## src/core/tmsf_pkg.sv

```systemverilog
package tmsf_pkg;
    // register offsets on the management bus
    localparam logic [7:0] TMSF_ADDR_PRIMARY = 8'h41;
    localparam logic [7:0] TMSF_ADDR_SECONDARY = 8'h42;
    localparam logic [7:0] TMSF_FLAGS_RESET = 8'h00;
    localparam logic [7:0] TMSF_READ_UNMAPPED = 8'h00;
    // widths of readings and tachometer counts
    localparam int TMSF_MEAS_W = 8;
    localparam int TMSF_TACH_W = 16;
    localparam int TMSF_TIME_W = 8;
    localparam int TMSF_NUM_MEAS = 5;
    localparam int TMSF_NUM_FANS = 4;
    // primary register bit positions
    localparam int TMSF_PRI_PROC_SUPPLY = 1;
    localparam int TMSF_PRI_MAIN_SUPPLY = 2;
    localparam int TMSF_PRI_FIRST_REMOTE = 4;
    localparam int TMSF_PRI_LOCAL = 5;
    localparam int TMSF_PRI_SECOND_REMOTE = 6;
    localparam int TMSF_PRI_SUMMARY = 7;
    // measurement channel index to primary bit position
    localparam int TMSF_PRI_POS [TMSF_NUM_MEAS] = '{
        TMSF_PRI_PROC_SUPPLY, TMSF_PRI_MAIN_SUPPLY, TMSF_PRI_FIRST_REMOTE,
        TMSF_PRI_LOCAL, TMSF_PRI_SECOND_REMOTE};
    // secondary register bit positions
    localparam int TMSF_SEC_OVERTEMP = 1;
    localparam int TMSF_SEC_FIRST_FAN = 2;
    localparam int TMSF_SEC_SHARED_PIN = 5;
    localparam int TMSF_SEC_FIRST_DIODE = 6;
    localparam int TMSF_SEC_SECOND_DIODE = 7;
    // function of the shared pin behind bit 5
    typedef enum logic [1:0] {
        TMSF_PIN_TACH = 2'b00,
        TMSF_PIN_GPIO = 2'b01,
        TMSF_PIN_TIMER = 2'b10,
        TMSF_PIN_UNUSED = 2'b11
    } tmsf_pin_mode_t;
endpackage

```

## src/core/tmsf_limit_cmp.sv

```systemverilog
`timescale 1ns/1ps
module tmsf_limit_cmp #(
    parameter int W = 8
) (
    input wire logic [W-1:0] i_value,  // current reading
    input wire logic [W-1:0] i_low,    // low limit
    input wire logic [W-1:0] i_high,   // high limit
    output logic o_violation           // reading out of limits
);
    // high is strictly above, low includes equality
    assign o_violation = (i_value > i_high) || (i_value <= i_low); // RULE13
endmodule

```

## src/core/tmsf_status_flags.sv

```systemverilog
`timescale 1ns/1ps
// What this block does
// RULE1: both status registers are zero after reset.
// RULE2: bit 1 flags processor supply, bit 2 main supply out of limits.
// RULE3: bits 4, 5, 6 flag first remote, local, second remote temperature.
// RULE4: reading the first register clears flags only when their cause is gone.
// RULE5: first register bit 7 is the OR of all second register bits.
// RULE6: second register bit 1 flags overtemperature, clears below limit minus hysteresis.
// RULE7: second register bits 2, 3, 4 flag slow or stalled fans 1 to 3.
// RULE8: a fan flag is not set while its drive output is off.
// RULE9: in tach mode bit 5 flags fan 4, suppressed while third drive off.
// RULE10: in output mode bit 5 is writable and drives the pin level.
// RULE11: in timer mode bit 5 sets when assertion time exceeds its limit.
// RULE12: bits 6 and 7 flag open or short on first and second diode.
// RULE13: high violation is reading above limit, low is reading at or below.
// RULE14: a tach count above its minimum-speed limit means slow fan.
// RULE15: undefined bit positions read zero and ignore writes.
module tmsf_status_flags
    import tmsf_pkg::*;
#(
    parameter int MEAS_W = TMSF_MEAS_W,
    parameter int TACH_W = TMSF_TACH_W,
    parameter int TIME_W = TMSF_TIME_W
) (
    input wire logic i_sys_clk,                                  // system clock
    input wire logic i_sys_rst,                                  // sync reset, high
    input wire logic i_clk_en,                                   // freezes state when low
    input wire logic [7:0] i_reg_addr,                           // register offset
    input wire logic i_reg_rd,                                   // read strobe
    input wire logic i_reg_wr,                                   // write strobe
    input wire logic [7:0] i_reg_wdata,                          // write data
    output logic [7:0] o_reg_rdata,                              // read data
    output logic o_reg_rvalid,                                   // read data valid
    input wire logic [TMSF_NUM_MEAS-1:0][MEAS_W-1:0] i_meas,     // supply and temp readings
    input wire logic [TMSF_NUM_MEAS-1:0][MEAS_W-1:0] i_meas_low, // low limits
    input wire logic [TMSF_NUM_MEAS-1:0][MEAS_W-1:0] i_meas_high,// high limits
    input wire logic [TMSF_NUM_FANS-1:0][TACH_W-1:0] i_tach,     // tach counts
    input wire logic [TMSF_NUM_FANS-1:0][TACH_W-1:0] i_tach_min, // minimum-speed limits
    input wire logic [2:0] i_drive_on,                           // drive outputs 1 to 3 on
    input wire logic i_overtemp_exceeded,                        // above overtemp limit
    input wire logic i_overtemp_below_hyst,                      // below limit minus hyst
    input wire logic [1:0] i_pin_mode,                           // shared pin function
    input wire logic [TIME_W-1:0] i_overtemp_time,               // measured assertion time
    input wire logic [TIME_W-1:0] i_overtemp_time_limit,         // time limit setting
    input wire logic i_first_diode_fault,                        // diode 1 open or short
    input wire logic i_second_diode_fault,                       // diode 2 open or short
    output logic o_gpio_level                                    // shared pin output level
);
    logic [7:0] pri_q;
    logic [7:0] pri_d;
    logic [7:0] sec_q;
    logic [7:0] sec_d;
    logic [7:0] rdata_q;
    logic [7:0] rdata_d;
    logic rvalid_q;
    logic rvalid_d;
    logic gpio_q;
    logic gpio_d;
    logic [TMSF_NUM_MEAS-1:0] meas_viol;
    logic [TMSF_NUM_FANS-1:0] fan_slow;
    logic rd_pri;
    logic rd_sec;
    logic wr_sec;
    logic timer_over;
    tmsf_pin_mode_t pin_mode;

    assign pin_mode = tmsf_pin_mode_t'(i_pin_mode);
    assign rd_pri = i_reg_rd && (i_reg_addr == TMSF_ADDR_PRIMARY);
    assign rd_sec = i_reg_rd && (i_reg_addr == TMSF_ADDR_SECONDARY);
    assign wr_sec = i_reg_wr && (i_reg_addr == TMSF_ADDR_SECONDARY);
    assign timer_over = i_overtemp_time > i_overtemp_time_limit; // RULE11

    // limit comparators and tach checks per channel
    generate
        for (genvar g = 0; g < TMSF_NUM_MEAS; g++) begin : g_meas
            tmsf_limit_cmp #(
                .W(MEAS_W)
            ) u_cmp (
                .i_value(i_meas[g]),
                .i_low(i_meas_low[g]),
                .i_high(i_meas_high[g]),
                .o_violation(meas_viol[g])
            );
        end
        for (genvar f = 0; f < TMSF_NUM_FANS; f++) begin : g_fan
            // fan 4 shares the third drive output with fan 3
            localparam int DRV = (f < 3) ? f : 2;
            assign fan_slow[f] = (i_tach[f] > i_tach_min[f]) && i_drive_on[DRV]; // RULE14 RULE8
        end
    endgenerate

    // primary flags, set wins over clear on read
    always_comb begin
        pri_d = pri_q;
        // a cause present in the read cycle keeps its flag
        for (int i = 0; i < TMSF_NUM_MEAS; i++) begin
            pri_d[TMSF_PRI_POS[i]] = meas_viol[i] |
                (pri_q[TMSF_PRI_POS[i]] & ~rd_pri); // RULE2 RULE3 RULE4
        end
        // undefined positions and summary are never stored
        pri_d[0] = 1'h0; // RULE15
        pri_d[3] = 1'h0; // RULE15
        pri_d[TMSF_PRI_SUMMARY] = 1'h0; // rebuilt live on read
    end

    // primary flag register
    always_ff @(posedge i_sys_clk) begin
        if (i_sys_rst) begin
            pri_q <= TMSF_FLAGS_RESET; // RULE1
        end else if (i_clk_en) begin
            pri_q <= pri_d;
        end
    end

    // secondary flags latched until a read finds the cause gone, except bit 5 in output mode (written) and unused mode (clear)
    always_comb begin
        sec_d = sec_q;
        // overtemp clears on read only below the hysteresis point
        sec_d[TMSF_SEC_OVERTEMP] = i_overtemp_exceeded |
            (sec_q[TMSF_SEC_OVERTEMP] & ~(rd_sec & i_overtemp_below_hyst)); // RULE6
        // fans 1 to 3, already gated by their drive outputs
        for (int k = 0; k < 3; k++) begin
            sec_d[TMSF_SEC_FIRST_FAN+k] = fan_slow[k] |
                (sec_q[TMSF_SEC_FIRST_FAN+k] & ~rd_sec); // RULE7 RULE8
        end
        // shared pin bit, meaning set by the pin function
        case (pin_mode)
            TMSF_PIN_TACH: begin
                // fan 4 slow flag
                sec_d[TMSF_SEC_SHARED_PIN] = fan_slow[3] |
                    (sec_q[TMSF_SEC_SHARED_PIN] & ~rd_sec); // RULE9
            end
            TMSF_PIN_GPIO: begin
                // plain storage, reads leave it alone
                if (wr_sec) begin
                    sec_d[TMSF_SEC_SHARED_PIN] = i_reg_wdata[TMSF_SEC_SHARED_PIN]; // RULE10
                end
            end
            TMSF_PIN_TIMER: begin
                // overtemp assertion time over its limit
                sec_d[TMSF_SEC_SHARED_PIN] = timer_over |
                    (sec_q[TMSF_SEC_SHARED_PIN] & ~rd_sec); // RULE11
            end
            default: begin
                // pin unused, bit held clear
                sec_d[TMSF_SEC_SHARED_PIN] = 1'h0;
            end
        endcase
        // diode faults
        sec_d[TMSF_SEC_FIRST_DIODE] = i_first_diode_fault |
            (sec_q[TMSF_SEC_FIRST_DIODE] & ~rd_sec); // RULE12
        sec_d[TMSF_SEC_SECOND_DIODE] = i_second_diode_fault |
            (sec_q[TMSF_SEC_SECOND_DIODE] & ~rd_sec); // RULE12
        // undefined position
        sec_d[0] = 1'h0; // RULE15
    end

    // secondary flag register
    always_ff @(posedge i_sys_clk) begin
        if (i_sys_rst) begin
            sec_q <= TMSF_FLAGS_RESET; // RULE1
        end else if (i_clk_en) begin
            sec_q <= sec_d;
        end
    end

    // read port, data captured before the clear takes effect
    always_comb begin
        rdata_d = rdata_q; // holds until the next read
        rvalid_d = 1'h0;
        if (i_reg_rd) begin
            rvalid_d = 1'h1;
            case (i_reg_addr)
                TMSF_ADDR_PRIMARY: begin
                    // summary rebuilt from the live secondary flags
                    rdata_d = pri_q;
                    rdata_d[TMSF_PRI_SUMMARY] = |sec_q; // RULE5
                end
                TMSF_ADDR_SECONDARY: begin
                    rdata_d = sec_q;
                end
                default: begin
                    // an unmapped offset still answers, with zeros
                    rdata_d = TMSF_READ_UNMAPPED;
                end
            endcase
        end
    end

    // read port registers
    always_ff @(posedge i_sys_clk) begin
        if (i_sys_rst) begin
            rdata_q <= TMSF_FLAGS_RESET;
            rvalid_q <= 1'h0;
        end else if (i_clk_en) begin
            rdata_q <= rdata_d;
            rvalid_q <= rvalid_d;
        end
    end

    // pin level follows the stored bit in output mode only
    always_comb begin
        gpio_d = 1'h0;
        if (pin_mode == TMSF_PIN_GPIO) begin
            gpio_d = sec_d[TMSF_SEC_SHARED_PIN]; // RULE10
        end
    end

    // pin level register, moves on the same edge as the bit
    always_ff @(posedge i_sys_clk) begin
        if (i_sys_rst) begin
            gpio_q <= 1'h0;
        end else if (i_clk_en) begin
            gpio_q <= gpio_d;
        end
    end

    // outputs straight from the registers
    assign o_reg_rdata = rdata_q;
    assign o_reg_rvalid = rvalid_q;
    assign o_gpio_level = gpio_q;
endmodule

```

## config.mk

```make
export PLATFORM = sky130hd
export DESIGN_NAME = tmsf_status_flags
export DESIGN_NICKNAME = d
export VERILOG_FILES = /design/src/core/tmsf_pkg.sv /design/src/core/tmsf_limit_cmp.sv /design/src/core/tmsf_status_flags.sv
export SDC_FILE = /design/constraint.sdc
export NUM_CORES = 1
export LEC_CHECK = 0
export BUFFER_PORTS_ARGS = -buffer_cell sky130_fd_sc_hd__buf_2
export CAP_MARGIN = 15
export CORE_ASPECT_RATIO = 0.6
export CORE_MARGIN = 4
export CORE_UTILIZATION = 40
export DETAILED_ROUTE_END_ITERATION = 8
export PLACE_DENSITY = 0.79
export SETUP_SLACK_MARGIN = 0.2
export SLEW_MARGIN = 10
export SYNTH_ARGS = -nofsm -noshare
export SYNTH_HDL_FRONTEND = slang
export SYNTH_HIERARCHICAL = 1
export SYNTH_SLANG_ARGS = --single-unit
```

## constraint.sdc

```tcl
create_clock -name i_sys_clk -period 1.6 [get_ports i_sys_clk]
set_input_delay 0.16 -clock i_sys_clk [delete_from_list [all_inputs] [get_ports i_sys_clk]]
set_output_delay 0.16 -clock i_sys_clk [all_outputs]
set_load 0.1 [all_outputs]
```

==> results of run 1 <==
==> power by group through the flow <==
stage | registers, W | logic (W) | clock network (W)
6_report | 0.000574 | 0.00151 | 0.000516
5_1_grt | 0.000576 | 0.00171 | 0.000551
4_1_cts | 0.000571 | 0.00140 | 0.000530
3_5_place_dp | 0.000581 | 0.00137 | 0
3_3_place_gp | 0.000581 | 0.00133 | 0
2_1_floorplan | 0.000585 | 0.000778 | 0
==> Yosys cell counts, types with 5 or more instances <==
| library cell | count |
|---|---|
| sky130_fd_sc_hd__ha_1 | 152 |
| sky130_fd_sc_hd__nand2_1 | 27 |
| sky130_fd_sc_hd__o211ai_1 | 8 |
| sky130_fd_sc_hd__a2111oi_2 | 5 |
| sky130_fd_sc_hd__a21o_1 | 17 |
| sky130_fd_sc_hd__a21oi_1 | 61 |
| sky130_fd_sc_hd__o211ai_2 | 5 |
| sky130_fd_sc_hd__nand3_1 | 7 |
| sky130_fd_sc_hd__o21ai_0 | 11 |
| sky130_fd_sc_hd__a211oi_1 | 7 |
| sky130_fd_sc_hd__inv_1 | 149 |
| sky130_fd_sc_hd__nor2b_1 | 12 |
| sky130_fd_sc_hd__or2_2 | 5 |
| sky130_fd_sc_hd__o221ai_1 | 5 |
| sky130_fd_sc_hd__nand4_1 | 36 |
| sky130_fd_sc_hd__dfxtp_1 | 21 |
| sky130_fd_sc_hd__nor2b_4 | 5 |
| sky130_fd_sc_hd__a22oi_1 | 9 |
| sky130_fd_sc_hd__a222oi_1 | 5 |
| sky130_fd_sc_hd__nor2_1 | 30 |
==> state kept, by name, summed over array words and instances (netlist names) <==
| name | flops |
|---|---|
| o_reg_rvalid | 1 |
| pri_q | 5 |
| sec_q | 7 |
| o_gpio_level | 1 |
| o_reg_rdata | 7 |
==> logic make-up (layout without fill, tap and decap cells) <==
kind of cell               Yosys count  in the layout
AOI/OAI and AO/OA                  143            143
adders and majority gates          152            152
buffers and inverters              156            469
DFF                                 21             21
muxes                                2              2
other                                1              1
and+or+nand+nor                    139            139
==> what timing repair did <==
action	4_1_cts	5_1_grt
pin swaps	10	36
buffers inserted	0	3
gates resized for setup	16	58
endpoints found under the setup margin	15	20
==> cell usage in the layout (no fill, tap or decap), types with 8 or more instances in the layout <==
cell type and count:
sky130_fd_sc_hd__buf_4 14, sky130_fd_sc_hd__inv_1 145, sky130_fd_sc_hd__nor2_1 30, sky130_fd_sc_hd__nor2b_1 12
sky130_fd_sc_hd__nand4_1 36, sky130_fd_sc_hd__a21oi_2 11, sky130_fd_sc_hd__o211ai_1 8, sky130_fd_sc_hd__dfxtp_1 21
sky130_fd_sc_hd__buf_6 12, sky130_fd_sc_hd__nand2_1 26, sky130_fd_sc_hd__a21oi_1 50, sky130_fd_sc_hd__a21o_1 17
sky130_fd_sc_hd__buf_2 290, sky130_fd_sc_hd__ha_1 145
==> final cells by class <==
| class | count | share of cell area |
|---|---|---|
| timing repair buffer | 316 | 0.243 |
| sequential | 21 | 0.0603 |
| clock buffer | 4 | 0.0113 |
| multi-input combinational | 437 | 0.577 |
| tap | 160 | 0.0287 |
| inverter | 149 | 0.0805 |
==> final timing paths <==
check | startpoint | end | slack [ns]
worst min-delay path | i_second_diode_fault | sec_q[7] | 0.18
worst min register to register | o_reg_rdata[7] | o_reg_rdata[7] | 0.46
worst max register to register | sec_q[1] | o_reg_rdata[7] | 0.58
worst max-delay path | i_meas[9] | pri_q[2] | 0.11
==> tightest hold or removal path, delay by kind of cell <==
| family | cells | cell delay (ns) |
|---|---|---|
| buffers and inverters | 1 | 0.09 |
| AO/OA/AOI/OAI | 1 | 0.06 |
| AND/OR/NAND/NOR | 1 | 0.08 |
==> through the flow <==
step,setup TNS (ns),cells,hold slack [ns],total power (W)
6_report,0,1087,0.178,0.00260
2_1_floorplan,0,614,0.325,0.00136
3_5_place_dp,-1.62,1080,0.429,0.00195
3_3_place_gp,-1.07,1080,0.414,0.00191
4_1_cts,0,1084,0.169,0.00250
5_1_grt,0,1087,0.167,0.00284
==> routing by layer <==
metal	vias to the layer above	part of all wire	global-route usage
met5	-	0.00046	0
met4	2	0.011	0.0323
met3	16	0.094	0.0464
met2	207	0.47	0.352
met1	2358	0.42	0.253
li1	2796	-	-
==> flow_metrics.env, run 1 <==
export IMPL_run_status="complete, no violations"
export IMPL_setup_worst_path_start_class="primary input"
export IMPL_synth_edff_count=0
export IMPL_synth_compound_area_frac=0.209
export IMPL_share_of_synthesized_area_occupied_by_flip_flops_and_latches=0.0891
export IMPL_final_wtd_congestion=0.859
export IMPL_final_fill_count=1047
export IMPL_worstHoldPathCells=3
export IMPL_ctsLongestPathBuffers=2
export IMPL_antenna_violating_nets_post_route=0
export IMPL_worst_ep_required_time_ns=1.74
export IMPL_placedInstanceArea_um2=6490
export IMPL_yosysWarnings=6
export IMPL_simple_gate_share_of_the_synthesized_area=0.166
export IMPL_synth_distinct_cells=42
export IMPL_place_ws_ns=-0.187
export IMPL_final_period_utilization=0.933
export IMPL_power_density_cell_area_nw_per_um2=372
export IMPL_muxShareOfSynthArea=0.00451
export IMPL_floorplan_rows=30
export IMPL_initialDrtViolationCount=132
export IMPL_max_freq_mhz=670
export IMPL_drv_slew=0
export IMPL_cp_max_fo=2
export IMPL_cp_slowest_stage_delay_ns=0.36
export IMPL_timing_critical_path_depth=9
export IMPL_path_delay_family="compound AO/OA/AOI/OAI gates"
export IMPL_final_net_count=1374
export IMPL_clock_root_buffer="sky130_fd_sc_hd__clkbuf_16"
export IMPL_finalCoreUtilization=0.611
export IMPL_die_w_um=148
export IMPL_worst_r2r_path_depth=4
export IMPL_finalWirelength_um=15100
export IMPL_critical_path_cell_chain="buf_2 -> ha_4 -> nor2b_4 -> o211ai_2 -> a21oi_2 -> a2111oi_4 -> o221ai_2 -> a22oi_2 -> nor2_1"
export IMPL_grt_max_degree=16
export IMPL_die_height_um=92.1
export IMPL_path_clk_slew_ns=0.05
export IMPL_sequential_cell_area_um2=420
export IMPL_number_of_clock_sinks=21
export IMPL_clock_tree_from_tritoncts="done"
export IMPL_min_period_ns=1.49
export IMPL_power_internal_w=0.00167
export IMPL_n_antenna_cell=0
export IMPL_timing_max_cap_violations=0
export IMPL_synthesis_area_um2=4720
export IMPL_global_route_overflow_total=0
export IMPL_power_share_sequential=0.221
export IMPL_critPathSlowestCell="sky130_fd_sc_hd__a2111oi_4"
export IMPL_setup_slack_ns=0.108
export IMPL_maximum_ir_drop_on_the_vdd_rail_mv=0.365
export IMPL_final_hold_violation_count=0
export IMPL_yosys_most_used_dff="sky130_fd_sc_hd__dfxtp_1"
export IMPL_p_clk_frac=0.199
export IMPL_timing_critical_path_to_type="flop"
export IMPL_antenna_found_initial=1
export IMPL_die_area_um2=13700
export IMPL_syn_mean_instance_area_um2=7.68
export IMPL_post_synth_xor_area_fraction=0
export IMPL_critical_path_n_buffers_inverters=1
export IMPL_synth_net_count=1060
export IMPL_power_frac_comb=0.580
export IMPL_multi_input_logic_area_um2=4020
export IMPL_placement_io_buffers=295
export IMPL_synth_top_family_by_area="adder cells"
export IMPL_grt_first_pass_wirelength_um=23100
export IMPL_top_level_port_count=304
export IMPL_routed_via_density=4.95
export IMPL_drive_above_1_share=0.417
export IMPL_all_layer_gr_usage=0.200
export IMPL_grt_pass1_vias=5188
export IMPL_areaGrowthSynthToFinish_pct=47.9
export IMPL_post_synth_main_area_contributors="sky130_fd_sc_hd__ha_1 40%, sky130_fd_sc_hd__inv_1 12%, sky130_fd_sc_hd__dfxtp_1 8.9%"
export IMPL_firstDrtPassIters=5
export IMPL_clock_skews_ns=0.00175
export IMPL_min_path_type="primary input to flop"
export IMPL_core_area_um2=11400
export IMPL_grt_setup_unrepaired="true"
export IMPL_cellLeakagePower_nw=4.11
export IMPL_cp_data_arrival_time_ns=1.63
export IMPL_route_vias_total=5379
export IMPL_ctsHtreeMaxLevel=1
export IMPL_worst_setup_path_type="primary input to flop"
export IMPL_synthesis_instances=614
export IMPL_power_switching_w=0.000928
export IMPL_yosys_area_top_type="sky130_fd_sc_hd__ha_1"
export IMPL_synth_adder_area_share=0.403
export IMPL_avgRoutedWirePerCell_um=13.9
export IMPL_hold_buffers=0
export IMPL_drt_drc_violations_left=0
export IMPL_initial_utilization=0.413
export IMPL_power_switching_fraction=0.358
export IMPL_postLayoutCellArea_um2=6980
export IMPL_synth_async_reset_ratio=0
export IMPL_post_synth_top_area_fraction=0.403
export IMPL_dp_final_hpwl_um=13400
export IMPL_clkLatencyLatePin_ns=0.25
export IMPL_seq_cells_post_synth=21
export IMPL_cts_made_buffers=3
export IMPL_setup_viol=0
No activity file was read; power rests on OpenSTA's default activity.
==> inputs of run 2 (changes only) <==
--- a/config.mk
+++ b/config.mk
@@ -9,9 +9,9 @@
 export CAP_MARGIN = 15
 export CORE_ASPECT_RATIO = 0.6
 export CORE_MARGIN = 4
-export CORE_UTILIZATION = 40
+export CORE_UTILIZATION = 37
 export DETAILED_ROUTE_END_ITERATION = 8
-export PLACE_DENSITY = 0.79
+export PLACE_DENSITY = 0.74
 export SETUP_SLACK_MARGIN = 0.2
 export SLEW_MARGIN = 10
 export SYNTH_ARGS = -nofsm -noshare
==> constraint.sdc (replaced) <==
create_clock -name i_sys_clk -period 1.6 [get_ports i_sys_clk]
set_input_delay 0.16 -clock i_sys_clk [delete_from_list [all_inputs] [get_ports i_sys_clk]]
set_output_delay 0.16 -clock i_sys_clk [all_outputs]
set_load 0.005 [all_outputs]
==> run 2 against run 1 <==
Effect of this change: via count down 4.0%; maximum frequency shrank 1.9%; core utilization fell by 5.8 points; critical path type unchanged; largest power group unchanged; clock-buffer cell count is 1 lower; non-clock buffer count down 4; sequential share of layout area is 0.17 points higher; die area rose by 7.5%; largest cell class unchanged; combinational power fell by 6%.
==> flow_metrics.env, run 2 (synthesis results as in run 1) <==
export IMPL_final_period_utilization=0.951
export IMPL_initialDrtViolationCount=219
export IMPL_cts_made_buffers=3
export IMPL_die_area_um2=14700
export IMPL_clkLatencyLatePin_ns=0.25
export IMPL_placement_io_buffers=295
export IMPL_dp_cells=1084
export IMPL_routed_via_density=4.74
export IMPL_worstHoldPathCells=3
export IMPL_route_vias_total=5162
export IMPL_max_freq_mhz=657
export IMPL_setup_worst_path_start_class="primary input"
export IMPL_clock_root_buffer="sky130_fd_sc_hd__clkbuf_16"
export IMPL_ctsHtreeMaxLevel=1
export IMPL_cp_data_arrival_time_ns=1.66
export IMPL_worst_setup_path_type="primary input to flop"
export IMPL_all_layer_gr_usage=0.188
export IMPL_power_switching_fraction=0.352
export IMPL_die_w_um=154
export IMPL_grt_first_pass_wirelength_um=23100
export IMPL_drive_above_1_share=0.397
export IMPL_antenna_violating_nets_post_route=0
export IMPL_die_height_um=95.5
export IMPL_antenna_found_initial=0
export IMPL_global_route_overflow_total=0
export IMPL_min_to="sec_q[7]"
export IMPL_power_switching_w=0.000886
export IMPL_drt_drc_violations_left=0
export IMPL_startpoint_of_the_lowest_slack_hold_path="i_second_diode_fault"
export IMPL_postLayoutCellArea_um2=6780
export IMPL_clock_skews_ns=0.00244
export IMPL_critical_path_cell_chain="buf_6 -> inv_4 -> ha_4 -> nor2b_4 -> o211ai_2 -> a21oi_2 -> a2111oi_2 -> o221ai_1 -> a22oi_1 -> nor2_1"
export IMPL_final_wtd_congestion=0.847
export IMPL_ctsLongestPathBuffers=2
export IMPL_final_fill_count=1171
export IMPL_grt_max_degree=20
export IMPL_cp_max_fo=2
export IMPL_finalWirelength_um=15000
export IMPL_critPathSlowestCell="sky130_fd_sc_hd__a2111oi_2"
export IMPL_cp_slowest_stage_delay_ns=0.34
export IMPL_setup_viol=0
export IMPL_ff2ff_setup_slack_ns=0.51
export IMPL_worst_r2r_path_depth=4
export IMPL_worst_ep_required_time_ns=1.74
export IMPL_crit_reg2reg_launch="sec_q[1]"
export IMPL_avgRoutedWirePerCell_um=13.8
export IMPL_power_share_sequential=0.228
export IMPL_clock_tree_from_tritoncts="done"
export IMPL_initial_utilization=0.385
export IMPL_grt_setup_unrepaired="true"
export IMPL_min_path_type="primary input to flop"
export IMPL_layout_commonest_cell="sky130_fd_sc_hd__buf_2"
export IMPL_path_clk_slew_ns=0.06
export IMPL_top_level_port_count=304
export IMPL_final_hold_violation_count=0
export IMPL_p_clk_frac=0.209
export IMPL_hold_buffers=0
export IMPL_final_net_count=1370
export IMPL_cts_post_setup_buffers_inserted=0
export IMPL_run_status="complete, no violations"
export IMPL_core_area_um2=12300
export IMPL_timing_max_cap_violations=0
export IMPL_firstDrtPassIters=5
export IMPL_floorplan_rows=31
export IMPL_power_internal_w=0.00163
export IMPL_worstSetupStartpoint="i_meas_high[17]"
export IMPL_timing_critical_path_to_type="flop"
export IMPL_capture_point_of_the_worst_reg_to_reg_path="o_reg_rdata[7]"
export IMPL_maximum_ir_drop_on_the_vdd_rail_mv=0.430
export IMPL_power_frac_comb=0.563
export IMPL_areaGrowthSynthToFinish_pct=43.8
export IMPL_dp_final_hpwl_um=13600
export IMPL_number_of_clock_sinks=21
export IMPL_min_period_ns=1.52
export IMPL_instances_no_fill=1089
export IMPL_cellLeakagePower_nw=4.08
export IMPL_most_common_layout_cells="291 x sky130_fd_sc_hd__buf_2, 147 x sky130_fd_sc_hd__inv_1, 147 x sky130_fd_sc_hd__ha_1"
export IMPL_power_density_cell_area_nw_per_um2=371
export IMPL_drv_slew=0
export IMPL_grt_pass1_vias=5097
export IMPL_placedInstanceArea_um2=6490
run 2: cell types whose count changed in the layout (fill, tap and decap cells not counted), sizes merged:
cell    previous run  this run
clkbuf             4         3
diode              0         1
buf              316       312
clkinv             0         1
run 2: power groups by stage:
stage | combinational, W | clock, W | sequential, W
after global routing | 0.00162 | 0.000580 | 0.000574
after floorplan | 0.000768 | 0 | 0.000573
after detailed placement | 0.00135 | 0 | 0.000582
after global placement | 0.00131 | 0 | 0.000583
final | 0.00142 | 0.000526 | 0.000573
after CTS | 0.00137 | 0.000541 | 0.000571
run 2: how the worst max path moves through the flow:
stage                               to  slack, ns  depth (start not counted)
after floorplan           o_gpio_level       0.09                          5
after global placement        sec_q[4]      -0.14                          8
after detailed placement      pri_q[5]      -0.14                          9
after CTS                     pri_q[5]       0.14                          9
after global routing          pri_q[4]    -0.0002                          9
final                         pri_q[4]       0.08                         10
run 2: layout make-up:
type | instances | area [um^2] | share of cell area
Multi-Input combinational cell | 437 | 3860 | 0.570
Timing Repair Buffer | 312 | 1650 | 0.243
Inverter | 149 | 564 | 0.0832
Sequential cell | 21 | 420 | 0.0620
Tap cell | 165 | 206 | 0.0304
Clock buffer | 3 | 75.1 | 0.0111
Clock inverter | 1 | 5.00 | 0.000738
Antenna cell | 1 | 2.50 | 0.000369
run 2: per-layer routing:
metal	track usage	vias up	wire length [um]
met3	0.0426	10	1120
met2	0.338	172	7140
met5	0	-	0
met4	0.0235	0	136
li1	-	2787	-
met1	0.238	2193	6650
run 2: metrics by stage:
step | setup slack, ns | power [W] | hold WS (ns) | TNS [ns] | utilization
2_1_floorplan | 0.0868 | 0.00134 | 0.325 | 0 | -
3_3_place_gp | -0.139 | 0.00189 | 0.420 | -0.780 | 0.530
3_5_place_dp | -0.136 | 0.00193 | 0.423 | -1.42 | 0.530
4_1_cts | 0.136 | 0.00248 | 0.163 | 0 | 0.540
5_1_grt | -0.000172 | 0.00278 | 0.172 | -0.000172 | 0.553
6_report | 0.0785 | 0.00252 | 0.167 | 0 | 0.553
run 2: what timing repair did:
item                       4_1_cts  5_1_grt
setup endpoints to repair       12       19
resized for setup               12       32
pin swaps                        5       24
run 2: critical path, delay by kind of cell:
family          cells  cell delay, ns
compound gates      5            0.98
fa+ha+maj           1            0.19
buf+inv             2            0.14
simple gates        2            0.19
==> inputs of run 3 (changes only) <==
--- a/config.mk
+++ b/config.mk
@@ -11,7 +11,8 @@
 export CORE_MARGIN = 4
 export CORE_UTILIZATION = 37
 export DETAILED_ROUTE_END_ITERATION = 8
-export PLACE_DENSITY = 0.74
+export GPL_TIMING_DRIVEN = 0
+export PLACE_DENSITY = 0.71
 export SETUP_SLACK_MARGIN = 0.2
 export SLEW_MARGIN = 10
 export SYNTH_ARGS = -nofsm -noshare
==> run 3 against run 2 <==
Effect of this change: clock power grew 2%; largest cell class unchanged; via count increased by 2.4%; wire length increased by 0.33%; critical path type unchanged; sequential power hardly changed; clock-buffer cell count unchanged; global-route usage increased by 0.070 points.
==> flow_metrics.env, run 3 (synthesis results as in run 1) <==
export IMPL_final_net_count=1365
export IMPL_instances_no_fill=1083
export IMPL_critical_path_cell_chain="buf_2 -> ha_4 -> nor2b_4 -> o211ai_2 -> a21oi_2 -> a2111oi_4 -> o221ai_2 -> a22oi_1 -> nor2_1"
export IMPL_timing_critical_path_to_type="flop"
export IMPL_critical_path_n_buffers_inverters=1
export IMPL_grt_setup_unrepaired="true"
export IMPL_setup_viol=0
export IMPL_critPathSlowestCell="sky130_fd_sc_hd__a2111oi_4"
export IMPL_grt_pass1_vias=5226
export IMPL_clkLatencyLatePin_ns=0.25
export IMPL_setup_worst_path_start_class="primary input"
export IMPL_path_clk_slew_ns=0.06
export IMPL_cp_max_fo=2
export IMPL_ctsHtreeMaxLevel=1
export IMPL_met2_usage=0.333
export IMPL_clock_tree_from_tritoncts="done"
export IMPL_global_route_overflow_total=0
export IMPL_power_density_cell_area_nw_per_um2=371
export IMPL_cp_slowest_stage_delay_ns=0.35
export IMPL_min_path_type="primary input to flop"
export IMPL_n_antenna_cell=0
export IMPL_worst_ep_required_time_ns=1.75
export IMPL_most_crowded_layer_after_global_routing="met2"
export IMPL_firstDrtPassIters=4
export IMPL_groute_layer_met3_usage=0.0494
export IMPL_clock_skews_ns=0.00391
export IMPL_dp_cells=1073
export IMPL_areaGrowthSynthToFinish_pct=46.5
export IMPL_fin_total_pwr_w=0.00256
export IMPL_max_freq_mhz=661
export IMPL_die_area_um2=14700
export IMPL_route_vias_total=5286
export IMPL_cellLeakagePower_nw=4.07
export IMPL_die_w_um=154
export IMPL_min_period_ns=1.51
export IMPL_cts_made_buffers=3
export IMPL_layout_commonest_cell="sky130_fd_sc_hd__buf_2"
export IMPL_ctsLongestPathBuffers=2
export IMPL_clock_root_buffer="sky130_fd_sc_hd__clkbuf_16"
export IMPL_die_height_um=95.5
export IMPL_worst_setup_path_type="primary input to flop"
export IMPL_top_level_port_count=304
export IMPL_hold_buffers=0
export IMPL_floorplan_rows=31
export IMPL_initial_utilization=0.385
export IMPL_core_area_um2=12300
export IMPL_initialDrtViolationCount=187
export IMPL_drv_slew=0
export IMPL_drt_drc_violations_left=0
export IMPL_final_wtd_congestion=0.839
export IMPL_antenna_violating_nets_post_route=0
export IMPL_worst_r2r_path_depth=4
export IMPL_final_fill_count=1201
export IMPL_timing_max_cap_violations=0
export IMPL_grt_util_met1=0.241
export IMPL_run_status="complete, no violations"
export IMPL_routed_via_density=4.88
export IMPL_placement_io_buffers=294
export IMPL_finalWirelength_um=15100
export IMPL_dp_final_hpwl_um=13400
export IMPL_cp_data_arrival_time_ns=1.66
export IMPL_timing_critical_path_depth=9
export IMPL_all_layer_gr_usage=0.189
export IMPL_drive_above_1_share=0.410
export IMPL_most_common_layout_cells="286 x sky130_fd_sc_hd__buf_2, 144 x sky130_fd_sc_hd__inv_1, 137 x sky130_fd_sc_hd__ha_1"
export IMPL_final_period_utilization=0.946
export IMPL_path_delay_family="compound AO/OA/AOI/OAI gates"
export IMPL_grt_max_degree=13
export IMPL_maximum_ir_drop_on_the_vdd_rail_mv=0.251
export IMPL_worstHoldPathCells=3
export IMPL_avgRoutedWirePerCell_um=13.9
export IMPL_final_hold_violation_count=0
export IMPL_antenna_found_initial=0
export IMPL_number_of_clock_sinks=21
export IMPL_grt_first_pass_wirelength_um=23200
-- run 3: final timing paths --
| check | start | to | slack, ns |
|---|---|---|---|
| setup / recovery | i_meas[25] | pri_q[5] | 0.09 |
| hold / removal | i_first_diode_fault | sec_q[6] | 0.16 |
| setup reg to reg | sec_q[1] | o_reg_rdata[7] | 0.46 |
| hold reg to reg | o_reg_rdata[7] | o_reg_rdata[7] | 0.46 |
-- run 3: what timing repair did --
item,4_1_cts,5_1_grt
resized for setup,23,49
pin swaps,8,23
setup endpoints to repair,17,18
buffers inserted,4,2
endpoints found under the hold margin,0,0
-- run 3: power breakdown --
| part | total (W) | switching, W | internal (W) |
|---|---|---|---|
| logic | 0.00146 | 0.000690 | 0.000768 |
| clock network | 0.000536 | 0.000200 | 0.000336 |
| registers | 0.000570 | 0.0000204 | 0.000549 |
| total | 0.00256 | 0.000911 | 0.00165 |
-- run 3: per-stage QoR --
step | worst slack, ns | hold WS [ns] | cell area [um^2] | utilization | TNS, ns
floorplan | 0.0868 | 0.325 | 4720 | - | 0
global placement | -0.201 | 0.417 | 6400 | 0.522 | -2.09
detailed placement | -0.238 | 0.422 | 6400 | 0.522 | -2.50
CTS | 0.0962 | 0.156 | 6630 | 0.541 | 0
global route | -0.0145 | 0.182 | 6910 | 0.564 | -0.0145
finish | 0.0871 | 0.160 | 6910 | 0.564 | 0
-- run 3: area by class of cell --
| cell class | instances | area [um^2] | area share |
|---|---|---|---|
| Multi-Input combinational cell | 437 | 4000 | 0.579 |
| Timing Repair Buffer | 300 | 1580 | 0.229 |
| Inverter | 149 | 567 | 0.0820 |
| Sequential cell | 21 | 420 | 0.0608 |
| Tap cell | 165 | 206 | 0.0299 |
| Clock buffer | 3 | 75.1 | 0.0109 |
| Buffer | 7 | 56.3 | 0.00815 |
| Clock inverter | 1 | 5.00 | 0.000724 |
-- run 3: worst reg2reg max path: cells and delay by family (launching register included) --
| kind | cells | cell delay (ns) |
|---|---|---|
| and+or+nand+nor | 1 | 0.39 |
| DFF | 1 | 0.33 |
| AOI/OAI and AO/OA | 3 | 0.29 |
-- run 3: layer usage --
metal / up-vias / part of all wire
met1: 2318 / 0.44
li1: 2779 / -
met4: 0 / 0.0069
met3: 8 / 0.078
met2: 181 / 0.47
met5: - / 0
